### config.mk
export PLATFORM = sky130hd
export DESIGN_NAME = adc_conversion_sequencer
export DESIGN_NICKNAME = d
export VERILOG_FILES = /design/src/adc_seq_pkg.sv /design/src/adc_conversion_sequencer.sv
export VERILOG_INCLUDE_DIRS = /design/src
export SDC_FILE = /design/constraint.sdc
export NUM_CORES = 1
export LEC_CHECK = 0
export ABC_AREA = 1
export ABC_CLOCK_PERIOD_IN_PS = 12800
export BUFFER_PORTS_ARGS = -buffer_cell sky130_fd_sc_hd__buf_2
export CORE_ASPECT_RATIO = 1.75
export CORE_MARGIN = 4
export CORE_UTILIZATION = 35
export DETAILED_ROUTE_END_ITERATION = 10
export MAX_ROUTING_LAYER = met4
export PLACE_DENSITY_LB_ADDON = 0.2
export SLEW_MARGIN = 20
export SYNTH_ARGS = -nofsm -noshare
export SYNTH_HDL_FRONTEND = slang
export SYNTH_SLANG_ARGS = --single-unit
### constraint.sdc
create_clock -name mclk_in -period 12.8 [get_ports mclk_in]
set_input_delay 0.64 -clock mclk_in [delete_from_list [all_inputs] [get_ports mclk_in]]
set_output_delay 0.64 -clock mclk_in [all_outputs]
set_load 0.01 [all_outputs]
### src/adc_seq_defines.svh
// Constants for the conversion sequencer: register map, field positions,
// reset values and cycle counts.
// Assumes it is included by bare name from the package and the design file.
`ifndef ADC_SEQ_DEFINES_SVH
`define ADC_SEQ_DEFINES_SVH

// ----------------------------------------------------------------------------
// Register byte offsets
// ----------------------------------------------------------------------------
`define REG_CFG0        8'h00
`define REG_CFG1        8'h04
`define REG_DIFF        8'h08
`define REG_SE_LOW      8'h0C
`define REG_SE_HIGH     8'h10
`define REG_READBACK    8'h14
`define REG_FIXED       8'h18
`define REG_POWER       8'h1C
`define REG_STATUS      8'h20

// ----------------------------------------------------------------------------
// Field positions and reset values
// ----------------------------------------------------------------------------
`define CFG0_SCAN_BIT   0
`define CFG1_SLEEP_BIT  0
`define CFG1_RATE_LSB   1
`define CFG1_DLY_LSB    3
`define FIXED_NEG_LSB   4
`define POWER_PD_BIT    0
`define STAT_RDY_BIT    5
`define STAT_ST_LSB     6
`define CFG0_SCAN_RST   1'h1
`define CFG1_RATE_RST   2'h3

// ----------------------------------------------------------------------------
// Channel list layout and multiplexer codes
// ----------------------------------------------------------------------------
`define NUM_CH          29
`define CH_LAST         5'h1C
`define CH_SE_BASE      5'h08
`define CH_SYS_BASE     5'h18
`define MUX_COMMON      5'h10
`define MUX_INTERNAL    5'h1F

// ----------------------------------------------------------------------------
// Cycle counts (master clock cycles)
// ----------------------------------------------------------------------------
`define DLY_SB_FIX_R3   14'h0322
`define DLY_SB_SCN_R3   14'h02C4
`define DLY_SB_FIX_R2   14'h04A2
`define DLY_SB_SCN_R2   14'h0444
`define DLY_SB_FIX_R1   14'h0AA2
`define DLY_SB_SCN_R1   14'h0A44
`define DLY_SL_FIX_R3   14'h0362
`define DLY_SL_SCN_R3   14'h0304
`define DLY_SL_FIX_R2   14'h04E2
`define DLY_SL_SCN_R2   14'h0484
`define DLY_SL_FIX_R1   14'h0AE2
`define DLY_SL_SCN_R1   14'h0A84
`define PERIOD_R3       14'h0040
`define PERIOD_R2       14'h0100
`define PERIOD_R1       14'h0400
`define PERIOD_R0       14'h1000
`define EXTRA_UNIT      14'h0040
`define STOP_LEAD       14'h0008

// ----------------------------------------------------------------------------
// Bus responses
// ----------------------------------------------------------------------------
`define RESP_OKAY       2'h0
`define RESP_SLVERR     2'h2

`endif

### src/adc_seq_pkg.sv
// Types shared by the conversion sequencer.
// Assumes the constants header is on the include path.
`include "adc_seq_defines.svh"

package adc_seq_pkg;

   // -------------------------------------------------------------------------
   // Top-level sequencer states
   // -------------------------------------------------------------------------
   typedef enum logic [1:0] {
      SEQ_POWER_DOWN,
      SEQ_IDLE,
      SEQ_CONVERT
   } seq_state_t;

   // -------------------------------------------------------------------------
   // All state of the sequencer in one word
   // -------------------------------------------------------------------------
   typedef struct packed {
      seq_state_t  st;
      logic        step;
      logic        cont;
      logic [13:0] cnt;
      logic [4:0]  ptr;
      logic        rdy_n;
      logic        rdy_pend;
      logic        start_m;
      logic        start_s;
      logic        start_d;
      logic        scan;
      logic        sleep;
      logic [1:0]  rate;
      logic [2:0]  dly;
      logic        pd;
      logic [7:0]  dif;
      logic [7:0]  sg0;
      logic [7:0]  sg1;
      logic [4:0]  sys;
      logic [7:0]  fix;
      logic        awready;
      logic        wready;
      logic        bvalid;
      logic [1:0]  bresp;
      logic [7:0]  waddr;
      logic [7:0]  wdata;
      logic        wlane;
      logic        arready;
      logic        rvalid;
      logic [1:0]  rresp;
      logic [31:0] rdata;
      logic [4:0]  mux_pos;
      logic [4:0]  mux_neg;
      logic        busy;
      logic        idle_sleep;
      logic        pd_o;
   } seq_regs_t;

endpackage

### src/adc_conversion_sequencer.sv
// Conversion control and channel sequencing for a multiplexed converter.
// Assumes start_in is an asynchronous pin, step_cmd_in and data_read_in are
// one-cycle pulses from the serial framing logic on mclk_in.
//
// Design decisions made here: the AXI4-Lite slave port and the address map.
`include "adc_seq_defines.svh"

module adc_conversion_sequencer #(
   // Initial delays for rate code 00, above the shortening limit.
   parameter logic [13:0] DLY_SB_FIX_R0 = 14'h22A2,
   parameter logic [13:0] DLY_SB_SCN_R0 = 14'h2244,
   parameter logic [13:0] DLY_SL_FIX_R0 = 14'h22E2,
   parameter logic [13:0] DLY_SL_SCN_R0 = 14'h2284
) (
   // Clock and reset
   input  wire logic        mclk_in,
   input  wire logic        sys_rst_in,
   // Host trigger pins and serial events
   input  wire logic        start_in,
   input  wire logic        step_cmd_in,
   input  wire logic        data_read_in,
   // Converter side
   output logic             result_ready_n_out,
   output logic [4:0]       channel_ptr_out,
   output logic [4:0]       mux_pos_out,
   output logic [4:0]       mux_neg_out,
   output logic             converting_out,
   output logic             idle_sleep_out,
   output logic             power_down_out,
   output adc_seq_pkg::seq_state_t state_out,
   // AXI4-Lite write channels
   input  wire logic        s_axi_awvalid,
   output logic             s_axi_awready,
   input  wire logic [7:0]  s_axi_awaddr,
   input  wire logic        s_axi_wvalid,
   output logic             s_axi_wready,
   input  wire logic [31:0] s_axi_wdata,
   input  wire logic [3:0]  s_axi_wstrb,
   output logic             s_axi_bvalid,
   input  wire logic        s_axi_bready,
   output logic [1:0]       s_axi_bresp,
   // AXI4-Lite read channels
   input  wire logic        s_axi_arvalid,
   output logic             s_axi_arready,
   input  wire logic [7:0]  s_axi_araddr,
   output logic             s_axi_rvalid,
   input  wire logic        s_axi_rready,
   output logic [31:0]      s_axi_rdata,
   output logic [1:0]       s_axi_rresp
);
   import adc_seq_pkg::*;

   // -------------------------------------------------------------------------
   // Declarations
   // -------------------------------------------------------------------------
   seq_regs_t   s_r;        // Registered state.
   seq_regs_t   s_nxt;      // Next state.
   logic [28:0] mask;       // Selected channels, bit index is priority.
   logic        start_rise; // Synchronised start edge.
   logic        aw_go;      // Write address handshake.
   logic        w_go;       // Write data handshake.
   logic        do_write;   // Both halves present.
   logic [7:0]  wa;         // Effective write address.
   logic [7:0]  wd;         // Effective write data.
   logic        wl;         // Byte lane zero enabled.
   logic        sel_wr;     // A channel select register was written.
   logic [13:0] init_dly;   // Delay for the first result.
   logic [13:0] period;     // Full-rate conversion period.

   // -------------------------------------------------------------------------
   // Helper functions
   // -------------------------------------------------------------------------

   // Next selected channel after p, wrapping; p itself when none is set.
   function automatic logic [4:0] next_ch(input logic [28:0] m, input logic [4:0] p);
      logic [4:0] r;
      logic       found;
      int         idx;
      r = p;
      found = 1'b0;
      idx = 0;
      for (int i = 1; i <= `NUM_CH; i++) begin
         idx = (int'(p) + i) % `NUM_CH;
         if (!found && m[idx]) begin
            r = 5'(idx);
            found = 1'b1;
         end
      end
      return r;
   endfunction

   // Positive multiplexer code for a scan entry.
   function automatic logic [4:0] pos_of(input logic [4:0] p);
      logic [4:0] r;
      r = `MUX_INTERNAL;
      if (p < `CH_SE_BASE) begin
         r = {p[3:0], 1'b0};
      end else if (p < `CH_SYS_BASE) begin
         r = p - `CH_SE_BASE;
      end
      return r;
   endfunction

   // Negative multiplexer code for a scan entry.
   function automatic logic [4:0] neg_of(input logic [4:0] p);
      logic [4:0] r;
      r = `MUX_INTERNAL;
      if (p < `CH_SE_BASE) begin
         r = {p[3:0], 1'b1};
      end else if (p < `CH_SYS_BASE) begin
         r = `MUX_COMMON;
      end
      return r;
   endfunction

   // -------------------------------------------------------------------------
   // Next-state logic
   // -------------------------------------------------------------------------

   // Bus slave, configuration registers and the sequencer in one pass.
   always_comb begin
      s_nxt = s_r;
      sel_wr = 1'b0;
      // Start pin passes three flops; the edge looks only at later stages.
      s_nxt.start_m = start_in;
      s_nxt.start_s = s_r.start_m;
      s_nxt.start_d = s_r.start_s;
      start_rise = s_r.start_s & ~s_r.start_d;

      // Write path: address and data may arrive in either order.
      aw_go = s_axi_awvalid & s_r.awready;
      w_go = s_axi_wvalid & s_r.wready;
      if (aw_go) begin
         s_nxt.awready = 1'b0;
         s_nxt.waddr = s_axi_awaddr;
      end
      if (w_go) begin
         s_nxt.wready = 1'b0;
         s_nxt.wdata = s_axi_wdata[7:0];
         s_nxt.wlane = s_axi_wstrb[0];
      end
      wa = aw_go ? s_axi_awaddr : s_r.waddr;
      wd = w_go ? s_axi_wdata[7:0] : s_r.wdata;
      wl = w_go ? s_axi_wstrb[0] : s_r.wlane;
      do_write = (~s_r.awready | aw_go) & (~s_r.wready | w_go) & ~s_r.bvalid;
      if (do_write) begin
         s_nxt.bvalid = 1'b1;
         s_nxt.bresp = `RESP_OKAY;
         case (wa)
            `REG_CFG0: if (wl) s_nxt.scan = wd[`CFG0_SCAN_BIT];
            `REG_CFG1: begin
               if (wl) begin
                  s_nxt.sleep = wd[`CFG1_SLEEP_BIT];
                  s_nxt.rate = wd[`CFG1_RATE_LSB +: 2];
                  s_nxt.dly = wd[`CFG1_DLY_LSB +: 3];
               end
            end
            `REG_DIFF: begin
               if (wl) s_nxt.dif = wd;
               sel_wr = wl;
            end
            `REG_SE_LOW: begin
               if (wl) s_nxt.sg0 = wd;
               sel_wr = wl;
            end
            `REG_SE_HIGH: begin
               if (wl) s_nxt.sg1 = wd;
               sel_wr = wl;
            end
            `REG_READBACK: begin
               if (wl) s_nxt.sys = wd[4:0];
               sel_wr = wl;
            end
            `REG_FIXED: if (wl) s_nxt.fix = wd;
            `REG_POWER: if (wl) s_nxt.pd = wd[`POWER_PD_BIT];
            `REG_STATUS: ;
            default: s_nxt.bresp = `RESP_SLVERR;
         endcase
      end
      // Response taken: reopen both write channels.
      if (s_r.bvalid && s_axi_bready) begin
         s_nxt.bvalid = 1'b0;
         s_nxt.awready = 1'b1;
         s_nxt.wready = 1'b1;
      end

      // Read path: data registered one cycle after the address is taken.
      if (s_axi_arvalid && s_r.arready) begin
         s_nxt.arready = 1'b0;
         s_nxt.rvalid = 1'b1;
         s_nxt.rresp = `RESP_OKAY;
         s_nxt.rdata = 32'h0000_0000;
         case (s_axi_araddr)
            `REG_CFG0: s_nxt.rdata[`CFG0_SCAN_BIT] = s_r.scan;
            `REG_CFG1: s_nxt.rdata[7:0] = {2'h0, s_r.dly, s_r.rate, s_r.sleep};
            `REG_DIFF: s_nxt.rdata[7:0] = s_r.dif;
            `REG_SE_LOW: s_nxt.rdata[7:0] = s_r.sg0;
            `REG_SE_HIGH: s_nxt.rdata[7:0] = s_r.sg1;
            `REG_READBACK: s_nxt.rdata[4:0] = s_r.sys;
            `REG_FIXED: s_nxt.rdata[7:0] = s_r.fix;
            `REG_POWER: s_nxt.rdata[`POWER_PD_BIT] = s_r.pd;
            `REG_STATUS: s_nxt.rdata[7:0] = {s_r.st, s_r.rdy_n, s_r.ptr};
            default: s_nxt.rresp = `RESP_SLVERR;
         endcase
      end
      if (s_r.rvalid && s_axi_rready) begin
         s_nxt.rvalid = 1'b0;
         s_nxt.arready = 1'b1;
      end

      // 8 pairs, 16 singles, 5 internal
      mask = {s_r.sys, s_r.sg1, s_r.sg0, s_r.dif};

      case (s_r.rate)
         2'h3: init_dly = s_r.sleep ? (s_r.scan ? `DLY_SL_SCN_R3 : `DLY_SL_FIX_R3)
                                    : (s_r.scan ? `DLY_SB_SCN_R3 : `DLY_SB_FIX_R3);
         2'h2: init_dly = s_r.sleep ? (s_r.scan ? `DLY_SL_SCN_R2 : `DLY_SL_FIX_R2)
                                    : (s_r.scan ? `DLY_SB_SCN_R2 : `DLY_SB_FIX_R2);
         2'h1: init_dly = s_r.sleep ? (s_r.scan ? `DLY_SL_SCN_R1 : `DLY_SL_FIX_R1)
                                    : (s_r.scan ? `DLY_SB_SCN_R1 : `DLY_SB_FIX_R1);
         default: init_dly = s_r.sleep ? (s_r.scan ? DLY_SL_SCN_R0 : DLY_SL_FIX_R0)
                                       : (s_r.scan ? DLY_SB_SCN_R0 : DLY_SB_FIX_R0);
      endcase
      // Extra settling adds whole units; it is zero after reset.
      init_dly = 14'(init_dly + 14'({11'h000, s_r.dly} * `EXTRA_UNIT));
      case (s_r.rate)
         2'h3: period = `PERIOD_R3;
         2'h2: period = `PERIOD_R2;
         2'h1: period = `PERIOD_R1;
         default: period = `PERIOD_R0;
      endcase

      // read releases ready; a pending pulse re-asserts it
      if (data_read_in) begin
         s_nxt.rdy_n = 1'b1;
      end
      if (s_r.rdy_pend) begin
         s_nxt.rdy_n = 1'b0;
         s_nxt.rdy_pend = 1'b0;
      end

      case (s_r.st)
         SEQ_POWER_DOWN: begin
            if (!s_r.pd) begin
               s_nxt.st = SEQ_IDLE;
            end
         end
         SEQ_IDLE: begin
            if (s_r.pd) begin
               s_nxt.st = SEQ_POWER_DOWN;
            // command pulse arrives at eighth falling edge
            end else if (start_rise || (step_cmd_in && !s_r.start_s)) begin
               s_nxt.st = SEQ_CONVERT;
               s_nxt.cnt = init_dly;
               s_nxt.step = ~start_rise;
               s_nxt.cont = 1'b0;
            end
         end
         SEQ_CONVERT: begin
            // Power-down aborts the conversion outright.
            if (s_r.pd) begin
               s_nxt.st = SEQ_POWER_DOWN;
            end else begin
               s_nxt.cnt = s_r.cnt - 14'h0001;
               // decide at eight cycles before ready
               if (s_r.cnt == `STOP_LEAD) begin
                  s_nxt.cont = s_r.start_s & ~s_r.step;
               end
               if (s_r.cnt == 14'h0001) begin
                  // unread result pulses ready high first
                  if (s_r.rdy_n) begin
                     s_nxt.rdy_n = 1'b0;
                  end else begin
                     s_nxt.rdy_n = 1'b1;
                     s_nxt.rdy_pend = 1'b1;
                  end
                  if (s_r.scan) begin
                     s_nxt.ptr = next_ch(mask, s_r.ptr);
                  end
                  if (s_r.cont) begin
                     s_nxt.cnt = period;
                  end else begin
                     s_nxt.st = SEQ_IDLE;
                  end
               end
            end
         end
         default: s_nxt.st = SEQ_IDLE;
      endcase

      if (sel_wr) begin
         s_nxt.ptr = next_ch({s_nxt.sys, s_nxt.sg1, s_nxt.sg0, s_nxt.dif}, `CH_LAST);
      end

      if (s_nxt.scan) begin
         s_nxt.mux_pos = pos_of(s_nxt.ptr);
         s_nxt.mux_neg = neg_of(s_nxt.ptr);
      end else begin
         s_nxt.mux_pos = {1'b0, s_nxt.fix[3:0]};
         s_nxt.mux_neg = {1'b0, s_nxt.fix[`FIXED_NEG_LSB +: 4]};
      end
      s_nxt.busy = (s_nxt.st == SEQ_CONVERT);
      s_nxt.idle_sleep = (s_nxt.st == SEQ_IDLE) & s_nxt.sleep;
      s_nxt.pd_o = (s_nxt.st == SEQ_POWER_DOWN);
   end

   // -------------------------------------------------------------------------
   // State register
   // -------------------------------------------------------------------------

   // Synchronous reset; ready outputs and channels open after release.
   always_ff @(posedge mclk_in) begin
      if (sys_rst_in) begin
         s_r <= '0;
         s_r.st <= SEQ_IDLE;
         s_r.scan <= `CFG0_SCAN_RST;
         s_r.rate <= `CFG1_RATE_RST;
         s_r.rdy_n <= 1'b1;
         s_r.awready <= 1'b1;
         s_r.wready <= 1'b1;
         s_r.arready <= 1'b1;
      end else begin
         s_r <= s_nxt;
      end
   end

   // -------------------------------------------------------------------------
   // Outputs, all straight from the state register
   // -------------------------------------------------------------------------
   assign result_ready_n_out = s_r.rdy_n;
   assign channel_ptr_out = s_r.ptr;
   assign mux_pos_out = s_r.mux_pos;
   assign mux_neg_out = s_r.mux_neg;
   assign converting_out = s_r.busy;
   assign idle_sleep_out = s_r.idle_sleep;
   assign power_down_out = s_r.pd_o;
   assign state_out = s_r.st;
   assign s_axi_awready = s_r.awready;
   assign s_axi_wready = s_r.wready;
   assign s_axi_bvalid = s_r.bvalid;
   assign s_axi_bresp = s_r.bresp;
   assign s_axi_arready = s_r.arready;
   assign s_axi_rvalid = s_r.rvalid;
   assign s_axi_rdata = s_r.rdata;
   assign s_axi_rresp = s_r.rresp;

endmodule

==> results.json <==
{
  "status": "finished clean",
  "hp-class": "in -> reg",
  "hold_slack_ps": 363,
  "grt_max_degree": 70,
  "die_h_um": 357,
  "internal-power_mw": 0.899,
  "tightest_slew_ps": 1240,
  "tns_ps": 0,
  "p_leak_nw": 11.7,
  "clockBufferDepth": 3,
  "cts_tree": "yes",
  "wl_per_cell_um": 24.3,
  "worstPathArrival_ps": 10320,
  "grt_setup_unrepaired": "false",
  "ys.flop_type": "dfxtp_1",
  "p_clk_share_pct": 35.6,
  "drive_gt1_share_pct": 8.20,
  "insertion_delay_ps": 490,
  "yosysMostFrequentCell": "nand2_1",
  "place.gp.congestion": 1.07,
  "row_count": 127,
  "cp-start-kind": "flop",
  "crit_buf_inv": 12,
  "post_cts_resized": 0,
  "skew_ps": 26.2,
  "num_vias": 30800,
  "synth_cells": 4396,
  "io_buffers": 70,
  "synth_edf_count": 0,
  "pwr-share-seq_pct": 26.1,
  "postCtsSetupBuffers": 0,
  "syn_area_sq_mm": 0.0243,
  "io_pins": 124,
  "synth_top_area_share_pct": 15.4,
  "relSlewSlack_pct": 16.6,
  "ant_nets": 0,
  "cp_common_cell": "nand2_1",
  "grt_pass1_vias": 28700,
  "switchingPower_mw": 0.612,
  "async_reset_ff_share_pct": 0,
  "post_synth_num_cell_types": 73,
  "maxSlewViolCount": 0,
  "postPlaceCellArea_sq_mm": 0.0251,
  "crit_type": "reg -> reg",
  "peakVddDrop_v": 0.000146,
  "powerDensity_mw_per_mm2": 58.6,
  "cts_hold_buf": 0,
  "cts_buffers": 25,
  "worstSetupEndpointType": "flop",
  "cts_max_level": 4,
  "layout_min_cycle_time_ps": 9940,
  "synth_commonest_cells": "nand2_1 (995), inv_1 (549), o21ai_0 (508)",
  "timing.fmax_ghz": 0.101,
  "hold_viol_final": 0,
  "cp_max_fo": 42,
  "worstPathRequired_ps": 13180,
  "fin_crit_sh_pct": 77.7,
  "clk_pin_slew_ps": 60,
  "viasPerCell": 5.89,
  "maxCapViolations": 0,
  "die_w_um": 207,
  "globalRouteTotalUtil_pct": 33.5,
  "setup_viol": 0,
  "synth_top_cell_by_area": "nand2_1",
  "grt_pass1_wl_mm": 184,
  "initial_utilization_pct": 35.4,
  "slowest_stage": "o21ai_1",
  "slowest_delay_ps": 830,
  "synth_area_per_cell_sq_um": 5.53,
  "fin_area_sq_mm": 0.0258,
  "comb_power_share_pct": 38.3,
  "final.fill_count": 7838,
  "critPathTopFamily": "simple AND/OR/NAND/NOR gates",
  "dr.pass1.iters": 8,
  "area_growth_pct": 6.04,
  "die-area_sq_mm": 0.0739,
  "switching_share_pct": 40.5,
  "drt_iter0_drc": 2892,
  "place_hpwl_mm": 94.8,
  "yosys-top-cells-area": "nand2_1 (15%), o21ai_0 (10%), dfxtp_1 (9.7%), inv_1 (8.5%), nand3_1 (7.1%)",
  "antenna_found_initial": 4,
  "core_sq_mm": 0.0686,
  "drt-total-wl_mm": 127,
  "root_buffer": "clkbuf_16",
  "clock-sinks": 118,
  "final_nets": 4518,
  "drc": 0,
  "grt_overflow": 0,
  "ys_seq_area_share_pct": 9.72,
  "yosys_register_bits": 118,
  "ys_warn_count": 0
}
final timing paths:
| path | to | cells after the start | slack [ps] | startpoint |
|---|---|---|---|---|
| max | mux_pos_out[1] | 62 | 2860 | channel_ptr_out[0] |
| min | s_nxt[117] | 3 | 360 | start_in |
| max reg2reg | mux_pos_out[1] | 62 | 2860 | channel_ptr_out[0] |
| min reg2reg | s_nxt[116] | 2 | 420 | s_nxt[117] |
state kept, by name, indices dropped and copies added, names as in the netlist, 2 cells and up:
signal	flops
state_out	2
s_r	51
s_nxt	2
mask	29
s_axi_rdata	8
channel_ptr_out	5
mux_neg_out	5
mux_pos_out	5
kinds of logic after synthesis:
kind of cell,count (synthesis),synth area share (%)
muxes,6,0.247
xor gates and xnor gates,118,4.51
DFF,118,9.72
other,1,0.0154
AOI/OAI and AO/OA,1227,28.9
and+or+nand+nor,1923,34.9
adders and majority gates,133,6.88
buffers and inverters,870,14.8
layer usage:
| metal | wire (um) | track usage [%] | share of wire [%] | vias up |
|---|---|---|---|---|
| met5 | 0 | - | 0 | - |
| met4 | 15400 | 31.2 | 12 | 0 |
| met3 | 10400 | 5.49 | 8.2 | 712 |
| met2 | 60100 | 57.4 | 47 | 1670 |
| met1 | 41300 | 32.1 | 32 | 14000 |
| li1 | - | - | - | 14500 |
metrics by stage:
stage / power [mW] / setup slack [ps] / std cells / utilization [%]
floorplan: 0.803 / 2420 / 4421 / -
global placement: 0.966 / 3160 / 5199 / 36.6
detailed placement: 0.968 / 3090 / 5199 / 36.6
CTS: 1.51 / 3040 / 5231 / 37.5
global route: 1.60 / 2030 / 5234 / 37.5
finish: 1.51 / 2860 / 5238 / 37.5
power by group through the flow:
stage	Sequential [mW]	Combinational (mW)	Clock [mW]
floorplan	0.400	0.403	0
global placement	0.401	0.565	0
detailed placement	0.401	0.567	0
CTS	0.394	0.569	0.548
global route	0.396	0.637	0.562
finish	0.394	0.579	0.537
cells in the final DEF (no fill, tap or decap), types with 15 or more instances in the layout:
cell and instances:
o221ai_1 17, clkbuf_16 25, nor3_1 50, o21ai_0 507, nand2_1 995, a31oi_1 29
o22ai_1 32, conb_1 26, xor2_1 95, a21oi_1 337, nand2_2 43, nand2_4 15
nand3_1 346, inv_2 46, a41oi_1 16, or2_2 16, buf_2 69, o21ai_1 59
o311ai_0 16, o211ai_1 119, nand4_1 31, buf_4 72, inv_1 548, dfxtp_1 117
nor2_1 350, xnor2_1 16, nand3b_1 15, ha_1 132
area by class of cell:
type | instances | area (sq um) | area share (%)
multi-input cells | 3433 | 18400 | 71.5
flip-flops and latches | 118 | 2370 | 9.18
inverters | 604 | 2270 | 8.82
well taps | 903 | 1130 | 4.38
repair buffers | 141 | 886 | 3.44
clock buffers | 28 | 647 | 2.51
clock inverters | 4 | 20.0 | 0.0777
diodes | 7 | 17.5 | 0.0680
worst min-delay path: stages:
cell and delay (ps):
buf_2 70, inv_1 30, nor2_1 60
Note: power is estimated with default switching activity, not from simulation.
